--- src/lbp_pkg.sv ---
package lbp_pkg;

    // per-port configuration layout, msb first
    typedef struct packed {
        logic       irq_mask;
        logic       both_edges;
        logic       use_common;
        logic [2:0] blink_period;
        logic [1:0] blink_on;
    } lbp_cfg_s;

    // one write strobe with its target port and data
    typedef struct packed {
        logic       we;
        logic [2:0] sel;
        logic [7:0] data;
    } lbp_wr_s;

    localparam int          NUM_PORTS       = 8;
    localparam int          ROTARY_PORT     = 7;
    localparam logic [7:0]  CFG_RESET       = 8'h00;
    localparam logic [7:0]  PWM_RESET       = 8'h00;
    localparam logic [7:0]  PWM_FULL        = 8'hff;
    localparam logic [2:0]  BLINK_OFF       = 3'h0;
    localparam logic [2:0]  BLINK_MAX_CODE  = 3'h5;
    localparam int          BLINK_BASE_LOG2 = 7;
    localparam int          MS_BITS         = 12;
    localparam int          CLK_PERIOD_NS   = 20;
    localparam int          MS_NS           = 1000000;
    localparam int          MS_CYCLES       = MS_NS / CLK_PERIOD_NS;
    localparam int          PWM_STEP_CYCLES = 8;

endpackage

--- src/lbp_port_blink_pwm.sv ---
`timescale 1ns/1ps

module lbp_port_blink_pwm #(
    parameter int MS_CYCLES       = lbp_pkg::MS_CYCLES,
    parameter int PWM_STEP_CYCLES = lbp_pkg::PWM_STEP_CYCLES
) (
    // clock and reset
    input  wire logic                  i_ref_clk,
    input  wire logic                  i_srst,
    // register writes from the serial host interface
    input  wire lbp_pkg::lbp_wr_s      i_cfg_wr,
    input  wire lbp_pkg::lbp_wr_s      i_pwm_wr,
    // shared intensity from the fade logic
    input  wire logic [7:0]            i_common_pwm,
    // port state
    input  wire logic [7:0]            i_port_is_input,
    input  wire logic [7:0]            i_port_in,
    input  wire logic                  i_rotary_mode,
    // outputs
    output logic [7:0]                 o_port_drive,
    output logic [7:0]                 o_port_irq,
    output logic                       o_port_input_irq_out
);

    if (MS_CYCLES < 2 || PWM_STEP_CYCLES < 1)
    begin : g_bad_param
        $error("lbp_port_blink_pwm: timing parameters out of range");
    end

    // port vectors are fixed at eight bits
    if (lbp_pkg::NUM_PORTS != 8 || lbp_pkg::ROTARY_PORT >= lbp_pkg::NUM_PORTS)
    begin : g_bad_ports
        $error("lbp_port_blink_pwm: port layout out of range");
    end

    // one shared ms counter only serves if it wraps at the longest period
    if (lbp_pkg::BLINK_BASE_LOG2 + 32'(lbp_pkg::BLINK_MAX_CODE) != lbp_pkg::MS_BITS)
    begin : g_bad_wrap
        $error("lbp_port_blink_pwm: blink counter width out of range");
    end

    localparam int MS_W  = $clog2(MS_CYCLES);
    localparam int PWM_W = (PWM_STEP_CYCLES > 1) ? $clog2(PWM_STEP_CYCLES) : 1;
    localparam logic [MS_W-1:0]  MS_LAST  = MS_W'(MS_CYCLES - 1);
    localparam logic [PWM_W-1:0] PWM_LAST = PWM_W'(PWM_STEP_CYCLES - 1);

    // blink window test; all periods divide the 4096 ms wrap so one counter serves all
    function automatic logic blink_gate(input lbp_pkg::lbp_cfg_s cfg,
                                        input logic [lbp_pkg::MS_BITS-1:0] ms);
        int unsigned               lg;
        logic [lbp_pkg::MS_BITS:0] mask;
        logic [lbp_pkg::MS_BITS:0] win;
        lg   = 0;
        mask = '0;
        win  = '0;
        if (cfg.blink_period == lbp_pkg::BLINK_OFF)
            blink_gate = 1'b1;
        else if (cfg.blink_period > lbp_pkg::BLINK_MAX_CODE)
            blink_gate = 1'b0; // undefined codes held dark
        else
        begin
            lg   = lbp_pkg::BLINK_BASE_LOG2 + 32'(cfg.blink_period);
            mask = (lbp_pkg::MS_BITS+1)'((1 << lg) - 1);
            win  = (lbp_pkg::MS_BITS+1)'(1 << (lg - 1 - 32'(cfg.blink_on)));
            blink_gate = (({1'b0, ms} & mask) < win);
        end
    endfunction

    lbp_pkg::lbp_cfg_s  cfg_reg  [lbp_pkg::NUM_PORTS];
    lbp_pkg::lbp_cfg_s  cfg_next [lbp_pkg::NUM_PORTS];
    logic [7:0]         pwm_reg  [lbp_pkg::NUM_PORTS];
    logic [7:0]         pwm_next [lbp_pkg::NUM_PORTS];

    logic [MS_W-1:0]                 div_reg,   div_next;
    logic [lbp_pkg::MS_BITS-1:0]     ms_reg,    ms_next;
    logic [PWM_W-1:0]                pdiv_reg,  pdiv_next;
    logic [7:0]                      pcnt_reg,  pcnt_next;
    logic                            ms_tick;
    logic                            pwm_tick;
    logic [7:0]                      prev_reg,  prev_next;
    logic [7:0]                      drive_reg, drive_next;
    logic [7:0]                      irq_reg,   irq_next;
    logic                            any_reg,   any_next;

    // register file
    // a write lands at the edge that samples its strobe; no readback path
    always_comb
    begin
        for (int p = 0; p < lbp_pkg::NUM_PORTS; p++)
        begin
            cfg_next[p] = cfg_reg[p];
            pwm_next[p] = pwm_reg[p];
        end
        if (i_cfg_wr.we)
            cfg_next[i_cfg_wr.sel] = lbp_pkg::lbp_cfg_s'(i_cfg_wr.data);
        if (i_pwm_wr.we)
            pwm_next[i_pwm_wr.sel] = i_pwm_wr.data;
    end

    always_ff @(posedge i_ref_clk)
    begin
        for (int p = 0; p < lbp_pkg::NUM_PORTS; p++)
        begin
            if (i_srst)
            begin
                cfg_reg[p] <= lbp_pkg::lbp_cfg_s'(lbp_pkg::CFG_RESET);
                pwm_reg[p] <= lbp_pkg::PWM_RESET;
            end
            else
            begin
                cfg_reg[p] <= cfg_next[p];
                pwm_reg[p] <= pwm_next[p];
            end
        end
    end

    // time bases: millisecond tick for blink, step tick for pwm
    // both are one-cycle enables from dividers; nothing runs on a derived clock
    always_comb
    begin
        ms_tick   = (div_reg == MS_LAST);
        pwm_tick  = (pdiv_reg == PWM_LAST);
        div_next  = ms_tick ? '0 : div_reg + 1'b1;
        ms_next   = ms_tick ? ms_reg + 1'b1 : ms_reg;
        pdiv_next = pwm_tick ? '0 : pdiv_reg + 1'b1;
        pcnt_next = pwm_tick ? pcnt_reg + 1'b1 : pcnt_reg;
    end

    always_ff @(posedge i_ref_clk)
    begin
        if (i_srst)
        begin
            div_reg  <= '0;
            ms_reg   <= '0;
            pdiv_reg <= '0;
            pcnt_reg <= '0;
        end
        else
        begin
            div_reg  <= div_next;
            ms_reg   <= ms_next;
            pdiv_reg <= pdiv_next;
            pcnt_reg <= pcnt_next;
        end
    end

    // drive logic, registered so a counter carry never glitches the pin
    always_comb
    begin
        logic [7:0] duty;
        duty       = '0;
        drive_next = '0;
        for (int p = 0; p < lbp_pkg::NUM_PORTS; p++)
        begin
            duty = cfg_reg[p].use_common ? i_common_pwm : pwm_reg[p];
            // all-ones is full on, so 255/256 is never produced
            drive_next[p] = ((duty == lbp_pkg::PWM_FULL) || (pcnt_reg < duty))
                          && blink_gate(cfg_reg[p], ms_reg);
        end
    end

    always_ff @(posedge i_ref_clk)
    begin
        if (i_srst)
        begin
            drive_reg <= '0;
        end
        else
        begin
            drive_reg <= drive_next;
        end
    end

    // interrupt logic
    always_comb
    begin
        logic rise;
        logic fall;
        logic masked;
        rise      = 1'b0;
        fall      = 1'b0;
        masked    = 1'b0;
        irq_next  = '0;
        any_next  = 1'b0;
        prev_next = i_port_in;
        for (int p = 0; p < lbp_pkg::NUM_PORTS; p++)
        begin
            rise = i_port_in[p] & ~prev_reg[p];
            fall = ~i_port_in[p] & prev_reg[p];
            irq_next[p] = i_port_is_input[p]
                        && (rise || (cfg_reg[p].both_edges && fall));
            masked = cfg_reg[p].irq_mask
                   && !(p == lbp_pkg::ROTARY_PORT && i_rotary_mode);
            if (irq_next[p] && !masked)
                any_next = 1'b1;
        end
    end

    // pin history follows the pins through reset: pins idling high give no false edge
    always_ff @(posedge i_ref_clk)
    begin
        prev_reg <= prev_next;
        if (i_srst)
        begin
            irq_reg <= '0;
            any_reg <= 1'b0;
        end
        else
        begin
            irq_reg <= irq_next;
            any_reg <= any_next;
        end
    end

    assign o_port_drive         = drive_reg;
    assign o_port_irq           = irq_reg;
    assign o_port_input_irq_out = any_reg;

endmodule

--- config.mk ---
export PLATFORM = sky130hd
export DESIGN_NAME = lbp_port_blink_pwm
export DESIGN_NICKNAME = d
export VERILOG_FILES = /design/src/lbp_pkg.sv /design/src/lbp_port_blink_pwm.sv
export SDC_FILE = /design/constraint.sdc
export NUM_CORES = 1
export LEC_CHECK = 0
export BUFFER_PORTS_ARGS = -buffer_cell sky130_fd_sc_hd__clkbuf_2
export CORE_ASPECT_RATIO = 1.5
export CORE_MARGIN = 1
export CORE_UTILIZATION = 55
export CTS_CLUSTER_SIZE = 10
export DETAILED_ROUTE_END_ITERATION = 16
export GPL_ROUTABILITY_DRIVEN = 0
export HOLD_SLACK_MARGIN = 0.06
export PLACE_DENSITY_LB_ADDON = 0.2
export SLEW_MARGIN = 0
export SYNTH_ARGS = -nofsm -noshare
export SYNTH_HDL_FRONTEND = slang
export SYNTH_SLANG_ARGS = --single-unit
--- constraint.sdc ---
create_clock -name i_ref_clk -period 5 [get_ports i_ref_clk]
set_input_delay 0.5 -clock i_ref_clk [delete_from_list [all_inputs] [get_ports i_ref_clk]]
set_output_delay 0.5 -clock i_ref_clk [all_outputs]
set_load 0.005 [all_outputs]
==> qor.csv <==
stage,metric,value,unit
cts,root_buffer,clkbuf_16,
synthesis,syn_avg_cell_area,7.41,µm²
routing,wire_per_inst,18.7,µm
sta,fin_hold_ws,168,ps
sta,period_needed,4510,ps
global_routing,grt_pass1_vias,15900,
setup_path,worstSetupPathType,flip-flop to flip-flop,
synthesis,synth_warnings,0,
synthesis,synthArstFlopShare,0,%
die,initial_core_util,56.2,%
synthesis,synthesis.nets,2575,
cts,cts_max_level,4,
routing,drt_iter0_markers,996,
sta,max_freq,222,MHz
power_and_ir_drop,ir_worst_vdd,0.259,mV
routing,antenna_left,0,
die,io_pins,68,
cells_and_area,drive_above_1_share,6.44,%
cts,clockBufferDepth,2,
die,die-height,218,µm
synthesis,synth.distinct_cells,85,
cells_and_area,layout.nets,2542,
synthesis,synthCells,2301,
global_routing,top_usage_layer,met2,
synthesis,syn-cell-area,0.0171,mm²
cts,clkTransAtPathRegs,80,ps
setup_path,start_kind,flip-flop,
synthesis,synthFlopType,dfxtp_1,
synthesis,synth.ff_latch_count,192,
cts,cts_tree,built,
die,core,0.0304,mm²
setup_path,crit_required,5410,ps
sta,worst_clock_skew,12.8,ps
cells_and_area,layout.cells.non_filler,2683,
cts,cts_setup_buffers,0,
outcome,outcome,completed,
die,fp-row-count,78,
global_routing,grt_max_degree,88,
sta,tns,0,ps
sta,hold_viol_final,0,
global_routing,globalRouteMet3Util,5.25,%
synthesis,yosysTopAreaCell,dfxtp_1,
place,io_buffer_count,67,
setup_path,arrival,4930,ps
sta,worst_slew_pin_slew,1020,ps
synthesis,seq_area_frac_synth,22.5,%
power_and_ir_drop,pwr_density_cell,198,mW/mm²
die,die_w,146,µm
routing,via_per_inst,6.17,
min_path,hp-class,primary input to flip-flop,
global_routing,antenna_found_initial,2,
routing,vias,16500,
place,hpwl,37100,µm
synthesis,synth_top_area_share,22.5,%
synthesis,synth-edff-count,0,
sta,slew_violations,0,
place,place_inst,2649,
global_routing,overflow,0,
sta,setup_viol,0,
synthesis,synthTopCellsByArea,"dfxtp_1, ha_1, nand2_1",
routing,first_pass_iters,5,
global_routing,grtUsageTotal,31.7,%
cells_and_area,areaGrowthSynthToFinish,5.85,%
setup_path,crit_path_end_kind,flip-flop,
routing,drt_wl_total,50200,µm
flow_run,max-cap-violations,0,
routing,route.detailed.drc,0,
setup_path,worstPathMaxFanout,12,
cts,postCtsHoldBufs,0,
sta,rsz0062_at_grt,no,
cts,ctsResizeCount,0,
power_and_ir_drop,leakage,6.99,nW
global_routing,met1_usage,33.8,%
cts,clk_latency,460,ps
cts,cts-buffers-inserted,17,
cts,clock_sinks,192,
sta,slew_headroom,31.7,%
global_routing,use_met2,57.8,%
sta,timing.final.crit_share,90.3,%
die,die_area,0.0317,mm²
global_routing,grt_pass1_wl,79700,µm
cells_and_area,fill_cells,2784,
-- cells in the final DEF, fill, tap and decap left out, drive strengths merged, types with 9 or more instances in the layout --
master,synthesis,layout
nand2,452,452
a21oi,228,228
ha,215,215
dfxtp,192,192
nor2,154,154
o21ai,94,94
mux2i,87,87
clkbuf,104,84
inv,62,69
nand3,63,63
nor2b,56,56
xnor2,47,47
nand4,44,44
nor3,44,44
xor2,40,40
nand2b,31,31
and2,29,29
a21o,28,28
and3,19,19
nor4,19,19
a31oi,18,18
a21boi,18,18
or3,17,17
or2,16,16
o21a,14,14
buf,28,14
a211oi,13,13
o22ai,12,12
o311ai,9,9
-- cells by family (layout without fill, tap and decap cells) --
logic type                 Yosys count  after routing  synth area share (%)
other                                0              2                     0
buffers and inverters              195            175                  4.42
adders and majority gates          223            223                  16.7
muxes                               93             93                  5.50
and+or+nand+nor                    982            982                  27.0
xor gates and xnor gates            89             89                  4.83
AOI/OAI and AO/OA                  527            527                  19.1
DFF                                192            192                  22.5
-- metrics by stage --
stage / total power, W / instance area, µm² / util (%) / setup slack [ps]
2_1_floorplan: 0.00207 / 17100 / - / 857
3_3_place_gp: 0.00223 / 17500 / 57.6 / 705
3_5_place_dp: 0.00224 / 17500 / 57.6 / 545
4_1_cts: 0.00358 / 18100 / 59.5 / 553
5_1_grt: 0.00371 / 18100 / 59.5 / 74.6
6_report: 0.00357 / 18100 / 59.5 / 487
-- path summary, 6_finish.rpt --
path	from	end	slack (ps)	cells after the start
min	i_port_in[5]	prev_reg[5]$_DFF_P_	170	1
max	cfg_reg[0][18]$_SDFFE_PP0P_	o_port_drive[2]$_SDFF_PP0_	490	17
min reg2reg	pdiv_reg[0]$_SDFF_PP0_	pdiv_reg[0]$_SDFF_PP0_	430	1
max reg2reg	cfg_reg[0][18]$_SDFFE_PP0P_	o_port_drive[2]$_SDFF_PP0_	490	17
-- synth_stat cells, types with 12 or more instances --
library cell / n
nand2_1: 452
a21oi_1: 228
ha_1: 215
dfxtp_1: 192
nor2_1: 154
clkbuf_1: 96
o21ai_0: 88
mux2i_1: 87
nand3_1: 63
inv_1: 60
nor2b_1: 56
xnor2_1: 46
nand4_1: 44
nor3_1: 43
xor2_1: 39
nand2b_1: 31
and2_1: 29
a21o_1: 28
buf_1: 23
and3_1: 19
a31oi_1: 18
or3_1: 17
nor4_1: 15
a21boi_0: 14
o21a_1: 14
or2_2: 14
a211oi_1: 13
o22ai_1: 12
-- critical path: stages, from the launching register on --
cell and delay, ps:
dfxtp_1 530, inv_1 160, ha_1 330, or2_2 320, ha_1 270, nor2b_1 280, or2_2 190, a221oi_1 40
o32ai_1 370, nor2b_1 310, nand3_1 120, ha_1 300, a211o_1 300, a21oi_1 110, o21ai_0 110, a211o_1 280
o311ai_1 270, o211a_1 170
-- area by class of cell --
cell class	instances	area (µm²)	area share, %
multi-input cells	1914	12500	69.0
flip-flops and latches	192	3840	21.3
well taps	400	500	2.77
repair buffers	80	448	2.48
clock buffers	18	439	2.43
inverters	63	236	1.31
clock inverters	14	124	0.686
diodes	2	5.00	0.0277
-- power breakdown --
group          internal, W  leakage (nW)  total (W)  switching [W]
logic             0.000227          5.17   0.000615       0.000388
clock network     0.000667         0.262    0.00135       0.000681
registers          0.00157          1.56    0.00160      0.0000366
total              0.00246          6.99    0.00357        0.00111
-- routing by layer --
layer  vias to the layer above  part of all wire, %
met2                       579                   50
met5                         -                0.022
li1                       8064                    -
met1                      7718                   39
met4                         2                  5.7
met3                       178                  5.8
Power figures use the tool's default switching activity.
